<file path="src/hdl/ccr_pkg.sv">
`default_nettype none
package ccr_pkg;
   // ==========================================
   // register offsets
   localparam logic [7:0] ADDR_CONTROL_ONE = 8'h01;
   localparam logic [7:0] ADDR_CONTROL_TWO = 8'h02;
   localparam logic [7:0] ADDR_CONTROL_THREE = 8'h03;
   // ==========================================
   // field positions
   localparam int SOFT_RESET_BIT = 7;
   localparam int SSC_BIT = 6;
   localparam int SOFTWARE_SWITCH_ENABLE_BIT = 5;
   localparam int FPWM_BIT = 4;
   localparam int DISCH_BIT = 3;
   localparam int HICCUP_BIT = 2;
   localparam int RAMP_LSB = 0;
   localparam int RANGE_LSB = 2;
   localparam int SOFT_START_DURATION_LSB = 0;
   localparam int SINGLE_BIT = 1;
   localparam int PGBLANK_BIT = 0;
   // ==========================================
   // reset values and writable masks
   localparam logic [7:0] CONTROL_ONE_RESET = 8'h2a;
   localparam logic [1:0] SOFT_START_DURATION_RESET = 2'h1;
   localparam logic [7:0] CONTROL_THREE_RESET = 8'h00;
   localparam logic [7:0] CONTROL_ONE_MASK = 8'h7f;
   localparam logic [7:0] CONTROL_TWO_MASK = 8'h0f;
   localparam logic [7:0] CONTROL_THREE_MASK = 8'h03;
   // ==========================================
   // timing: second enable delay before registers reopen
   localparam int CLK_MHZ = 100;
   localparam int ENABLE_DELAY2_US = 20;
   localparam int ENABLE_DELAY2_CYCLES = ENABLE_DELAY2_US * CLK_MHZ;
   localparam int DELAY_W = 16;
endpackage : ccr_pkg
`default_nettype wire

</file>
<file path="src/hdl/ccr_regs.sv">
`timescale 1ns/1ps
`default_nettype none
module ccr_regs (
   input wire logic clk,
   input wire logic nrst,
   input wire logic [7:0] reg_addr,
   input wire logic [7:0] reg_wdata,
   input wire logic reg_wr,
   input wire logic [2:0] strap_select_pins,
   input wire logic mode_sync_pin,
   output logic [7:0] reg_rdata,
   output logic reg_ready,
   output logic soft_reset_pulse,
   output logic spread_spectrum_enable,
   output logic software_switch_enable,
   output logic forced_fixed_freq_enable,
   output logic output_discharge_enable,
   output logic hiccup_mode_enable,
   output logic [1:0] voltage_ramp_speed,
   output logic [1:0] setpoint_range_select,
   output logic [1:0] soft_start_duration,
   output logic single_operation,
   output logic power_good_blank_on_scaling
);
   // ==========================================
   // field map
   // control one, offset 01:
   //   bit 7 soft reset; write one to restart, always reads zero
   //   bit 6 spread spectrum clocking enable, clear after reset
   //   bit 5 switching enable, set after reset
   //     clearing it stops switching but keeps every register
   //     setting it starts switching without the enable delay
   //   bit 4 forced fixed frequency, ored with the synced mode pin
   //     a high pin or a sync clock wins over a clear bit
   //   bit 3 active output discharge, set after reset
   //   bit 2 hiccup enable, clear after reset
   //     stacking restriction is left to software
   //   bits 1-0 ramp speed between setpoints, 10 after reset
   //     00 fastest, 11 slowest; the core owns the actual slope
   // control two, offset 02:
   //   bits 7-4 reserved, masked on write, read zero
   //   bits 3-2 setpoint range
   //     reset value comes from the straps, not a constant
   //     00 finest steps, 11 coarsest steps and highest floor
   //   bits 1-0 soft-start time, 01 after reset
   //     each step up doubles the ramp time
   // control three, offset 03:
   //   bits 7-2 reserved, masked on write, read zero
   //   bit 1 single operation, clear after reset
   //     set drops the enable pulldown and the sync output
   //   bit 0 power good blanking while the setpoint moves
   //     clear lets the window comparator drive power good
   // any other offset reads zero and ignores writes
   //
   // timing:
   //   a write strobe lands in its register on its own edge
   //   and reaches the outputs one edge later
   //   read data follows the address by one edge
   //   power-up and soft reset both start the lockout
   //   the straps are caught on the last lockout cycle,
   //   long after the synchroniser has settled
   //   writes inside the lockout are dropped, not queued;
   //   queueing would need a buffer the engine does not expect
   //   the mode pin path is three edges: two sync flops
   //   and the output flop
   //
   // hazards:
   //   a soft reset write resets control one on the same edge,
   //   so the other bits of that byte are lost on purpose
   //   reg_ready is registered and trails the lockout by one edge;
   //   a write on the edge right after a soft reset is still dropped
   //   software that needs a known range must write it after
   //   the lockout, since the straps decide it before then
   //   strap bit 2 is synchronised but unused here; it only
   //   picks the interface address, which lives outside this block
   //   outputs read zero while nrst is low; the core must not
   //   act on them until reset has been released
   //
   // outputs:
   //   every output comes straight from a flop, one per field,
   //   so the core never sees a decode glitch
   // ==========================================
   // pin synchronisers
   logic [2:0] strap_s;
   logic mode_s;
   ccr_sync #(.W(3)) u_strap (
      .clk(clk),
      .nrst(nrst),
      .async_in(strap_select_pins),
      .sync_out(strap_s)
   );
   ccr_sync #(.W(1)) u_mode (
      .clk(clk),
      .nrst(nrst),
      .async_in(mode_sync_pin),
      .sync_out(mode_s)
   );

   // ==========================================
   // storage
   logic [6:0] ctl1;
   logic [3:0] ctl2;
   logic [1:0] ctl3;
   logic strap_taken;
   logic [ccr_pkg::DELAY_W-1:0] busy_cnt;

   // ==========================================
   // decode; writes land on the strobe marking acknowledge fall
   wire hit1 = reg_addr == ccr_pkg::ADDR_CONTROL_ONE;
   wire hit2 = reg_addr == ccr_pkg::ADDR_CONTROL_TWO;
   wire hit3 = reg_addr == ccr_pkg::ADDR_CONTROL_THREE;
   wire busy = busy_cnt != '0;
   wire wr_ok = reg_wr && !busy;
   wire soft_rst = wr_ok && hit1 && reg_wdata[ccr_pkg::SOFT_RESET_BIT];
   wire [7:0] rd1 = {1'b0, ctl1};
   wire [7:0] rd2 = {4'h0, ctl2};
   wire [7:0] rd3 = {6'h00, ctl3};
   // read select; unmapped offsets give zero so a stray read sees nothing
   logic [7:0] next_rdata;
   always_comb begin
      if (hit1) begin
         next_rdata = rd1;
      end else if (hit2) begin
         next_rdata = rd2;
      end else if (hit3) begin
         next_rdata = rd3;
      end else begin
         next_rdata = 8'h00;
      end
   end
   // range from straps: low two synchronised strap bits pick the range
   wire [1:0] strap_range = strap_s[1:0];

   // ==========================================
   // control one
   always_ff @(posedge clk) begin
      if (!nrst || soft_rst) begin
         ctl1 <= ccr_pkg::CONTROL_ONE_RESET[6:0];
      end else if (wr_ok && hit1) begin
         ctl1 <= reg_wdata[6:0] & ccr_pkg::CONTROL_ONE_MASK[6:0];
      end
   end

   // control two; range caught after reset release since the straps need
   // two clocks through the synchroniser before they are valid
   always_ff @(posedge clk) begin
      if (!nrst || soft_rst) begin
         ctl2 <= {2'h0, ccr_pkg::SOFT_START_DURATION_RESET};
         strap_taken <= 1'b0;
      end else if (!strap_taken) begin
         if (busy_cnt == ccr_pkg::DELAY_W'(1)) begin
            ctl2[3:2] <= strap_range;
            strap_taken <= 1'b1;
         end
      end else if (wr_ok && hit2) begin
         ctl2 <= reg_wdata[3:0] & ccr_pkg::CONTROL_TWO_MASK[3:0];
      end
   end

   // control three
   always_ff @(posedge clk) begin
      if (!nrst || soft_rst) begin
         ctl3 <= ccr_pkg::CONTROL_THREE_RESET[1:0];
      end else if (wr_ok && hit3) begin
         ctl3 <= reg_wdata[1:0] & ccr_pkg::CONTROL_THREE_MASK[1:0];
      end
   end

   // start-up lockout; registers frozen until the delay runs out
   always_ff @(posedge clk) begin
      if (!nrst || soft_rst) begin
         busy_cnt <= ccr_pkg::DELAY_W'(ccr_pkg::ENABLE_DELAY2_CYCLES);
      end else if (busy) begin
         busy_cnt <= busy_cnt - ccr_pkg::DELAY_W'(1);
      end
   end

   // ==========================================
   // next values for the registered outputs; each field but the soft reset pulse feeds the core
   // as a static level, so it moves only on a write, a reset, the strap capture or the pin
   wire next_ready = !busy;
   wire next_pulse = soft_rst;
   wire next_spread = ctl1[ccr_pkg::SSC_BIT];
   wire next_switch = ctl1[ccr_pkg::SOFTWARE_SWITCH_ENABLE_BIT];
   wire next_fixed_freq = ctl1[ccr_pkg::FPWM_BIT] | mode_s;
   wire next_discharge = ctl1[ccr_pkg::DISCH_BIT];
   wire next_hiccup = ctl1[ccr_pkg::HICCUP_BIT];
   wire [1:0] next_ramp = ctl1[ccr_pkg::RAMP_LSB +: 2];
   wire [1:0] next_range = ctl2[ccr_pkg::RANGE_LSB +: 2];
   wire [1:0] next_soft_start = ctl2[ccr_pkg::SOFT_START_DURATION_LSB +: 2];
   wire next_single = ctl3[ccr_pkg::SINGLE_BIT];
   wire next_pg_blank = ctl3[ccr_pkg::PGBLANK_BIT];

   // read data, one edge behind the address
   always_ff @(posedge clk) begin
      if (!nrst) begin
         reg_rdata <= 8'h00;
      end else begin
         reg_rdata <= next_rdata;
      end
   end

   // write ready; trails the lockout by one edge
   always_ff @(posedge clk) begin
      if (!nrst) begin
         reg_ready <= 1'b0;
      end else begin
         reg_ready <= next_ready;
      end
   end

   // soft reset restart request, one cycle wide
   always_ff @(posedge clk) begin
      if (!nrst) begin
         soft_reset_pulse <= 1'b0;
      end else begin
         soft_reset_pulse <= next_pulse;
      end
   end

   // spread spectrum level
   always_ff @(posedge clk) begin
      if (!nrst) begin
         spread_spectrum_enable <= 1'b0;
      end else begin
         spread_spectrum_enable <= next_spread;
      end
   end

   // switching enable level
   always_ff @(posedge clk) begin
      if (!nrst) begin
         software_switch_enable <= 1'b0;
      end else begin
         software_switch_enable <= next_switch;
      end
   end

   // forced fixed frequency; the pin can only force it on
   always_ff @(posedge clk) begin
      if (!nrst) begin
         forced_fixed_freq_enable <= 1'b0;
      end else begin
         forced_fixed_freq_enable <= next_fixed_freq;
      end
   end

   // output discharge level
   always_ff @(posedge clk) begin
      if (!nrst) begin
         output_discharge_enable <= 1'b0;
      end else begin
         output_discharge_enable <= next_discharge;
      end
   end

   // hiccup level
   always_ff @(posedge clk) begin
      if (!nrst) begin
         hiccup_mode_enable <= 1'b0;
      end else begin
         hiccup_mode_enable <= next_hiccup;
      end
   end

   // ramp speed code
   always_ff @(posedge clk) begin
      if (!nrst) begin
         voltage_ramp_speed <= 2'h0;
      end else begin
         voltage_ramp_speed <= next_ramp;
      end
   end

   // setpoint range code
   always_ff @(posedge clk) begin
      if (!nrst) begin
         setpoint_range_select <= 2'h0;
      end else begin
         setpoint_range_select <= next_range;
      end
   end

   // soft-start time code
   always_ff @(posedge clk) begin
      if (!nrst) begin
         soft_start_duration <= 2'h0;
      end else begin
         soft_start_duration <= next_soft_start;
      end
   end

   // single operation level
   always_ff @(posedge clk) begin
      if (!nrst) begin
         single_operation <= 1'b0;
      end else begin
         single_operation <= next_single;
      end
   end

   // power good blanking level
   always_ff @(posedge clk) begin
      if (!nrst) begin
         power_good_blank_on_scaling <= 1'b0;
      end else begin
         power_good_blank_on_scaling <= next_pg_blank;
      end
   end
endmodule : ccr_regs
`default_nettype wire

</file>
<file path="src/hdl/ccr_sync.sv">
`timescale 1ns/1ps
`default_nettype none
module ccr_sync #(
   parameter int W = 1
) (
   input wire logic clk,
   input wire logic nrst,
   input wire logic [W-1:0] async_in,
   output logic [W-1:0] sync_out
);
   logic [W-1:0] stage1;
   // two flops; first stage read only by second
   always_ff @(posedge clk) begin
      if (!nrst) begin
         stage1 <= '0;
         sync_out <= '0;
      end else begin
         stage1 <= async_in;
         sync_out <= stage1;
      end
   end
endmodule : ccr_sync
`default_nettype wire

</file>
<file path="config.mk">
export PLATFORM = sky130hd
export DESIGN_NAME = ccr_regs
export DESIGN_NICKNAME = d
export VERILOG_FILES = /design/src/hdl/ccr_pkg.sv /design/src/hdl/ccr_regs.sv /design/src/hdl/ccr_sync.sv
export SDC_FILE = /design/constraint.sdc
export NUM_CORES = 1
export LEC_CHECK = 0
export ABC_AREA = 1
export BUFFER_PORTS_ARGS = -buffer_cell sky130_fd_sc_hd__buf_2
export CAP_MARGIN = 15
export CORE_UTILIZATION = 30
export DETAILED_ROUTE_END_ITERATION = 7
export GPL_ROUTABILITY_DRIVEN = 0
export PLACE_DENSITY = 0.57
export SYNTH_ARGS = -nofsm -noshare
export SYNTH_HDL_FRONTEND = slang
export SYNTH_SLANG_ARGS = --single-unit
</file>
<file path="constraint.sdc">
create_clock -name clk -period 2 [get_ports clk]
set_input_delay 0.4 -clock clk [delete_from_list [all_inputs] [get_ports clk]]
set_output_delay 0.4 -clock clk [all_outputs]
set_load 0.02 [all_outputs]
</file>
Word-level counts from Yosys, hierarchy flattened
Cells that the tools add are included.

storage, ports and cells
  register bits after elaboration = 59
  word-level logic and storage cells = 53
  input bits = 23

operators by class
  reduce and logical (&&, ||, !) cells = 13
  muxes and demuxes = 8
  eq/ne operators = 5
  add/sub/neg operators = 1
  bitwise operators = 2

operator list
  kind                     number
  $eq A16 B1 Y1 const B    1
  $eq A8 B2 Y1 const B     2
  $reduce_bool A16 Y1      1
  $sub A16 B1 Y16 const B  1
  $mux W7                  2
  $eq A8 B1 Y1 const B     1
  $mux W2                  3
  $logic_and A1 B1 Y1      5
  $mux W4                  1
  $reduce_and A2 Y1        2
  $reduce_or A3 Y1         1
  $logic_not A1 Y1         2
  $mux W1                  2
  $ne A2 B1 Y1 const B     1
  $reduce_bool A2 Y1       1
  $logic_or A1 B1 Y1       1
  $not A1 Y1               1
  $or A1 B1 Y1             1

Depth between registers and ports, before layout
Gate-level depths: netlist (run 1).

  depth after elaboration = 6
  gate-level depth with buffers = 10

Hierarchy
Synthesis (run 1) repeated with hierarchy kept, for this count alone.

unflattened totals
  cells, all modules = 310
  area total of the unflattened synthesis = 2386.0 um^2

modules (own cells, without submodules)
  module               cells an instance  times used  area each (um^2)
  ccr_regs             286                1           2165.8
  ccr_sync at u_strap  18                 1           165.2
  ccr_sync at u_mode   6                  1           55.1

Least setup slack after synthesis (run 1)
No wires, ideal clock.

  kind = register -> register
  from = register busy_cnt[0] (netlist bit)
  to = register busy_cnt[12] (netlist bit)
  slack = 0.396 ns
  stages on the path, launching flop included = 11
  buffers on the path = 1
  arrival = 1.490 ns
  cell sequence = dfxtp_1 inv_1 ha_1 nand2_2 nor2_4 nand3_4 nor2_8 nand2_4 nand2_4 buf_6 nor2_1

on the way
  word-level cells in the longest chain between the ends = 6

RTL lines
  element                                                                  RTL line         source
  from (decl)                                                              ccr_regs.sv:105  logic [ccr_pkg::DELAY_W-1:0] busy_cnt;
  from (signal assigned)                                                   ccr_regs.sv:172  busy_cnt <= ccr_pkg::DELAY_W'(ccr_pkg::ENABLE_DELAY2_CYCLES);
  from (signal assigned)                                                   ccr_regs.sv:174  busy_cnt <= busy_cnt - ccr_pkg::DELAY_W'(1);
  parallel branches: the longest is 6 deep, another holds $sub A16 B1 Y16  --

Parallel ways; which one is timed is not known.
A chain may end at the register's enable or synchronous reset.

Final worst setup path (run 1)
Ends and elaborated chain as after synthesis.

==> results of run 1 <==
[tightest hold or removal path, cell delays in order]
cell	delay, ns
sky130_fd_sc_hd__buf_2	0.08
sky130_fd_sc_hd__nand2_1	0.04
sky130_fd_sc_hd__inv_1	0.04
[cell families (layout without fill, tap and decap cells)]
logic type                 count (synthesis)  after routing  synth area share (%)
AOI/OAI and AO/OA                         21             21                  4.77
xor gates and xnor gates                   9              9                  3.38
adders and majority gates                  2              2                  1.07
buffers and inverters                     46            106                  7.93
DFF                                       58             58                  49.7
other                                      1              1                 0.161
and+or+nand+nor                          170            170                  33.0
[state kept, by name, summed over array words and instances (netlist names), 2 cells and up]
register and count:
u_strap.sync_out 2, voltage_ramp_speed 2, reg_rdata 7, ctl1 7, u_strap.stage1 2, soft_start_duration 2
ctl2 4, ctl3 2, busy_cnt 16, setpoint_range_select 2
[power groups by stage]
stage	Clock [W]	Sequential, W	Combinational (W)
final	0.00118	0.00121	0.000174
after global routing	0.00126	0.00121	0.000200
after CTS	0.00122	0.00121	0.000178
after detailed placement	0	0.00123	0.000177
after global placement	0	0.00123	0.000175
after floorplan	0	0.00123	0.000112
[through the flow]
| stage | utilization, % | setup WS [ns] | area (sq um) |
|---|---|---|---|
| 2_1_floorplan | - | 0.396 | 2330 |
| 3_3_place_gp | 36.5 | 0.330 | 2690 |
| 3_5_place_dp | 36.5 | 0.298 | 2690 |
| 4_1_cts | 39.4 | 0.280 | 2910 |
| 5_1_grt | 39.4 | 0.117 | 2910 |
| 6_report | 39.4 | 0.304 | 2910 |
[cells in the mapped netlist, drive strengths merged (2+ instances only)]
library cell | instances | area share, %
nand3 | 17 | 4.2
xor2 | 3 | 1.1
clkbuf | 2 | 0.32
nand2 | 90 | 15
buf | 3 | 1.0
nor3 | 6 | 1.3
a21oi | 14 | 3.2
inv | 41 | 6.6
o21ai | 5 | 1.1
nor2 | 50 | 9.9
nand3b | 2 | 0.64
dfxtp | 58 | 50
nand4 | 3 | 1.1
o22ai | 2 | 0.54
ha | 2 | 1.1
xnor2 | 6 | 2.3
[final timing paths]
check / endpoint / depth (start not counted)
setup / recovery: busy_cnt[12]$_SDFFE_PP0P_ / 9
hold / removal: u_strap.stage1[1]$_SDFF_PN0_ / 3
setup reg to reg: busy_cnt[12]$_SDFFE_PP0P_ / 9
hold reg to reg: u_mode.sync_out$_SDFF_PN0_ / 2
[routing by layer]
layer | track usage, % | part of all wire, % | vias to the layer above
met5 | 0 | 0 | -
met1 | 16.3 | 49 | 846
met3 | 3.55 | 3.9 | 11
met4 | 8.06 | 2.5 | 0
met2 | 20.2 | 45 | 42
li1 | - | - | 1047
[area by class of cell]
type	instances	share of cell area [%]
clock buffer	11	4.86
clock inverter	5	2.67
multi-input combinational	203	34.0
tap	99	4.26
sequential	58	39.9
timing repair buffer	49	8.95
inverter	41	5.29
==> impl_metrics.yaml, run 1 <==
clock_tree:
  cts_buffers: 9
  clk_transition_reported_paths_ns: 0.07
  clk_latency_ns: 0.34
  tritoncts: "built"
  clock-sinks: 58
  clockRootBuffer: "sky130_fd_sc_hd__clkbuf_8"
  cts.htree.levels: 3
  quantity_of_hold_fixing_buffers_added_after_cts: 0
  cts.repair_timing.setup_buffer_count: 0
  clockBufferDepth: 2
  cts_resized: 0
synthesis:
  synth_fp_nets: 332
  syn-cell-area_sq_mm: 0.00233
  commonest_register_cell_after_synthesis: "sky130_fd_sc_hd__dfxtp_1"
  number_of_synthesized_register_bits: 58
  synth.yosys.seq_area_share_pct: 49.7
  synthArstFlopShare_pct: 0
  post_synth_num_cell_types: 30
  postSynthCellCount: 307
  synthesis.yosys.warnings: 0
  synth_edf_count: 0
  postSynthAreaPerCell_sq_um: 7.61
grt:
  grt_pass1_wl_um: 8380
  grt.overflow.total: 0
  gr-usage-all-layers_pct: 13.2
  number_of_global_route_vias_before_repair: 1859
  antenna_found_initial: 0
  pin_count_of_the_biggest_net_entering_global_routing: 20
sta:
  max_clock_freq_mhz: 590
  final_min_period_over_clock_period_pct: 84.8
  final_worst_hold_slack_ns: 0.253
  finalCriticalPeriod_ns: 1.70
  finalClockSkew_ns: 0.00920
  grt_setup_unrepaired: "false"
  finalSetupViolCount: 0
  drv_slew: 0
  finalHoldViolations: 0
  tns_ns: 0
critical_path:
  critical_path.reg2reg.startpoint: "busy_cnt[0]$_SDFFE_PP0P_"
  setup.worst_path.class: "reg -> reg"
  cp_top_family: "simple AND/OR/NAND/NOR gates"
  worstPathCellList: "inv_1 > ha_1 > nand2_2 > nor2_4 > nand3_4 > nor2_8 > nand2_4 > nand2_4 > nor2_1"
  worst_path_arrival_ns: 1.91
  worst_ep_required_time_ns: 2.21
  cp_slowest_stage_delay_ns: 0.31
  crit_start: "busy_cnt[0]$_SDFFE_PP0P_"
  critical_path.most_common_cell: "sky130_fd_sc_hd__nand2_4"
  worst-r2r-setup-slack_ns: 0.30
  crit_path_start_kind: "register"
  worst_setup_path_end_kind: "register"
  crit_path_top_delay_cell: "sky130_fd_sc_hd__dfxtp_1"
  critPathBufInv: 1
  worst-path-max-fanout: 19
final_layout:
  layout.nets: 387
  fillerInstances: 802
  sequential_cell_area_sq_mm: 0.00116
  mostFrequentLayoutCell: "sky130_fd_sc_hd__nand2_1"
  multi_input_area_sq_um: 988
  area_growth_syn_to_layout_pct: 24.5
  fin_cells: 466
  drive_gt1_share_pct: 22.1
  final_cell_mix: "sky130_fd_sc_hd__nand2_1 (86), sky130_fd_sc_hd__dfxtp_1 (58), sky130_fd_sc_hd__buf_2 (43)"
  num_antenna_cells: 0
drt:
  routed_wl_um: 4790
  wl_per_instance_um: 10.3
  drt_drc: 0
  first_iter_violations: 82
  post_drt_via_cell_ratio: 4.18
  detailed_router_iteration_count_before_antenna_repair: 4
  final_antenna_net_count: 0
  vias: 1946
power_and_ir_drop:
  max-vdd-ir-drop_mv: 0.360
  static-leakage-power_nw: 1.47
  power_w: 0.00256
  power_switching_share_pct: 22.7
  pint_w: 0.00198
  seqPwrFrac_pct: 47.0
  cellPowerDensity_mw_per_mm2: 882
  net-switching-power_w: 0.000583
  comb_power_share_pct: 6.8
  share_clk_of_total_power_pct: 46.2
worst_hold_path:
  hold_path_class: "in -> reg"
  hold_path.startpoint: "strap_select_pins[1]"
floorplanning:
  dieArea_sq_mm: 0.00814
  die_y_um: 90.2
  core_area_sq_mm: 0.00737
  start_util_pct: 31.7
  die_w_um: 90.2
  ioPinCount: 46
  fp-row-count: 31
placed_design:
  dp_cells: 450
  place.port_buffers: 43
  dpl.hpwl_um: 3550
outcome:
  status: "complete, no violations"
flow_run:
  cap_violations: 0
Note: power is estimated with default switching activity, not from simulation.
==> run 2: changes to the inputs <==
clock period = 1.7 ns   (was 2 ns; I/O delays follow)
==> run 2 against run 1 <==
  * Hold slack lost 0.056 ns
  * Non-clock buffer count grew 4
  * Combinational power grew 25%
  * Clock power is 14% higher
  * Sequential power grew 17%
  * Register-to-register slack got worse by 0.19 ns
  * Utilization increased by 0.53 points
  * Cell count increased by 0.86%
  * First-iteration DRC count rose by 4.9%
  * Power grew 16%
  * Critical path type unchanged
  * Critical endpoint is now ctl1[3]$_SDFFE_PP1P_
  * Largest cell class unchanged
  * Largest power group unchanged
==> impl_metrics.yaml, run 2 (synthesized netlist as in run 1, its figures left out) <==
outcome:
  status: "complete, no violations"
sta:
  max_clock_freq_mhz: 632
  finalHoldViolations: 0
  finalSetupViolCount: 0
  finalCriticalPeriod_ns: 1.58
  finalClockSkew_ns: 0.00764
  tns_ns: 0
  final_min_period_over_clock_period_pct: 93.0
  final_worst_hold_slack_ns: 0.197
  drv_slew: 0
critical_path:
  worstPathCellList: "nor2_1 > nand2_1 > nor2_4 > nand3_4 > nor2_8 > inv_1 > nand2_1 > nand3_1"
  setup.worst_path.class: "reg -> reg"
  worst-r2r-setup-slack_ns: 0.12
  reg2reg_depth: 8
  cp_slowest_stage_delay_ns: 0.33
  crit_path_start_kind: "register"
  critical_path.most_common_cell: "sky130_fd_sc_hd__nand2_1"
  worst-path-max-fanout: 7
  worst_setup_path_end_kind: "register"
  crit_path_top_delay_cell: "sky130_fd_sc_hd__dfxtp_1"
  reg_to_reg_critical_path_endpoint: "ctl1[3]$_SDFFE_PP1P_"
  worst_ep_required_time_ns: 1.89
  worst_path_arrival_ns: 1.77
  critical_path.reg2reg.startpoint: "busy_cnt[13]$_SDFFE_PP0P_"
floorplanning:
  start_util_pct: 31.7
  fp-row-count: 31
  die_w_um: 90.2
  ioPinCount: 46
  dieArea_sq_mm: 0.00814
  die_y_um: 90.2
  core_area_sq_mm: 0.00737
final_layout:
  drive_gt1_share_pct: 23.2
  finish.utilization_pct: 40.0
  largest_reg_flops: 16
  layout.nets: 391
  num_antenna_cells: 0
  fillerInstances: 824
  top_register: "busy_cnt"
  final_cell_mix: "sky130_fd_sc_hd__nand2_1 (86), sky130_fd_sc_hd__dfxtp_1 (57), sky130_fd_sc_hd__buf_2 (43)"
  mostFrequentLayoutCell: "sky130_fd_sc_hd__nand2_1"
  area_growth_syn_to_layout_pct: 26.2
  post-route-cell-area_sq_mm: 0.00295
  multi_input_area_sq_mm: 0.00100
  largestRegisters: "busy_cnt (16), ctl1 (7), reg_rdata (7)"
  sequential_cell_area_sq_mm: 0.00116
power_and_ir_drop:
  comb_power_share_pct: 7.3
  net-switching-power_w: 0.000677
  max-vdd-ir-drop_mv: 0.447
  seqPwrFrac_pct: 47.6
  share_clk_of_total_power_pct: 45.1
  cellPowerDensity_mw_per_mm2: 1010
  pint_w: 0.00230
  power_switching_share_pct: 22.7
  static-leakage-power_nw: 1.49
clock_tree:
  cts.htree.levels: 3
  tritoncts: "built"
  quantity_of_hold_fixing_buffers_added_after_cts: 0
  cts_buffers: 9
  clockRootBuffer: "sky130_fd_sc_hd__clkbuf_8"
  clockBufferDepth: 2
  clk_latency_ns: 0.33
  clock-sinks: 58
  clk_transition_reported_paths_ns: 0.06
drt:
  post_drt_via_cell_ratio: 4.21
  vias: 1979
  detailed_router_iteration_count_before_antenna_repair: 4
  drt_drc: 0
  first_iter_violations: 86
  routed_wl_um: 4710
  final_antenna_net_count: 0
  wl_per_instance_um: 10.0
worst_hold_path:
  hold_path_class: "in -> reg"
  min_path_cells: 3
  hold_path.startpoint: "strap_select_pins[0]"
  hold_end: "u_strap.stage1[0]$_SDFF_PN0_"
grt:
  gr-usage-all-layers_pct: 12.8
  grt.overflow.total: 0
  antenna_found_initial: 0
  grt_pass1_wl_um: 8160
  pin_count_of_the_biggest_net_entering_global_routing: 23
  number_of_global_route_vias_before_repair: 1840
placed_design:
  dpl.hpwl_um: 3510
  place.port_buffers: 43
  place_area_sq_mm: 0.00272
flow_run:
  cap_violations: 0
-- run 2: changes by cell type in the layout (fill, tap and decap cells not counted), sizes merged --
cell | previous run | this run
buf | 49 | 53
clkinv | 2 | 3
clkinvlp | 1 | 0
-- run 2: through the flow --
step	power, W	instances	worst slack [ns]
CTS	0.00302	470	0.0669
global route	0.00312	470	-0.0000107
detailed placement	0.00166	454	-0.0475
floorplan	0.00158	307	0.0955
finish	0.00298	470	0.119
global placement	0.00166	454	-0.00835
-- run 2: power by group through the flow --
stage	clock (W)	combinational (W)	sequential (W)
3_5_place_dp	0	0.000216	0.00145
3_3_place_gp	0	0.000216	0.00145
2_1_floorplan	0	0.000132	0.00145
4_1_cts	0.00139	0.000218	0.00142
6_report	0.00135	0.000217	0.00142
5_1_grt	0.00145	0.000247	0.00142
-- run 2: layer usage --
| metal | GRT usage [%] | wire length (um) |
|---|---|---|
| met1 | 16.6 | 2330 |
| met2 | 18.8 | 2080 |
| met3 | 4.15 | 209 |
| met4 | 6.85 | 91 |
| met5 | 0 | 0 |
-- run 2: what timing repair did --
item / in CTS / in global routing
resized for setup: 1 / 4
pin swaps: 0 / 1
hold endpoints to repair: 0 / 0
buffers inserted: 0 / 0
endpoints found under the setup margin: 6 / 14
-- run 2: worst max-delay path by stage --
stage	startpoint	to	slack, ns	cells after the start
finish	busy_cnt[13]$_SDFFE_PP0P_	ctl1[3]$_SDFFE_PP1P_	0.12	8
detailed placement	busy_cnt[1]$_SDFFE_PP0P_	busy_cnt[7]$_SDFFE_PP1P_	-0.05	8
CTS	busy_cnt[1]$_SDFFE_PP0P_	busy_cnt[1]$_SDFFE_PP0P_	0.07	9
global route	busy_cnt[0]$_SDFFE_PP0P_	busy_cnt[1]$_SDFFE_PP0P_	-0.00001	9
global placement	busy_cnt[0]$_SDFFE_PP0P_	busy_cnt[7]$_SDFFE_PP1P_	-0.008	8
floorplan	busy_cnt[0]$_SDFFE_PP0P_	busy_cnt[12]$_SDFFE_PP0P_	0.1	10
-- run 2: worst max-delay path, delay by kind of cell (launching register included) --
kind                   cells  cell delay (ns)
and+or+nand+nor            7             0.96
buffers and inverters      1             0.16
DFF                        1             0.33
-- run 2: final cells by class --
class	instances	share of cell area, %
Clock inverter	5	2.68
Multi-Input combinational cell	203	34.1
Sequential cell	58	39.5
Clock buffer	11	4.46
Inverter	41	5.23
Tap cell	99	4.21
Timing Repair Buffer	53	9.86
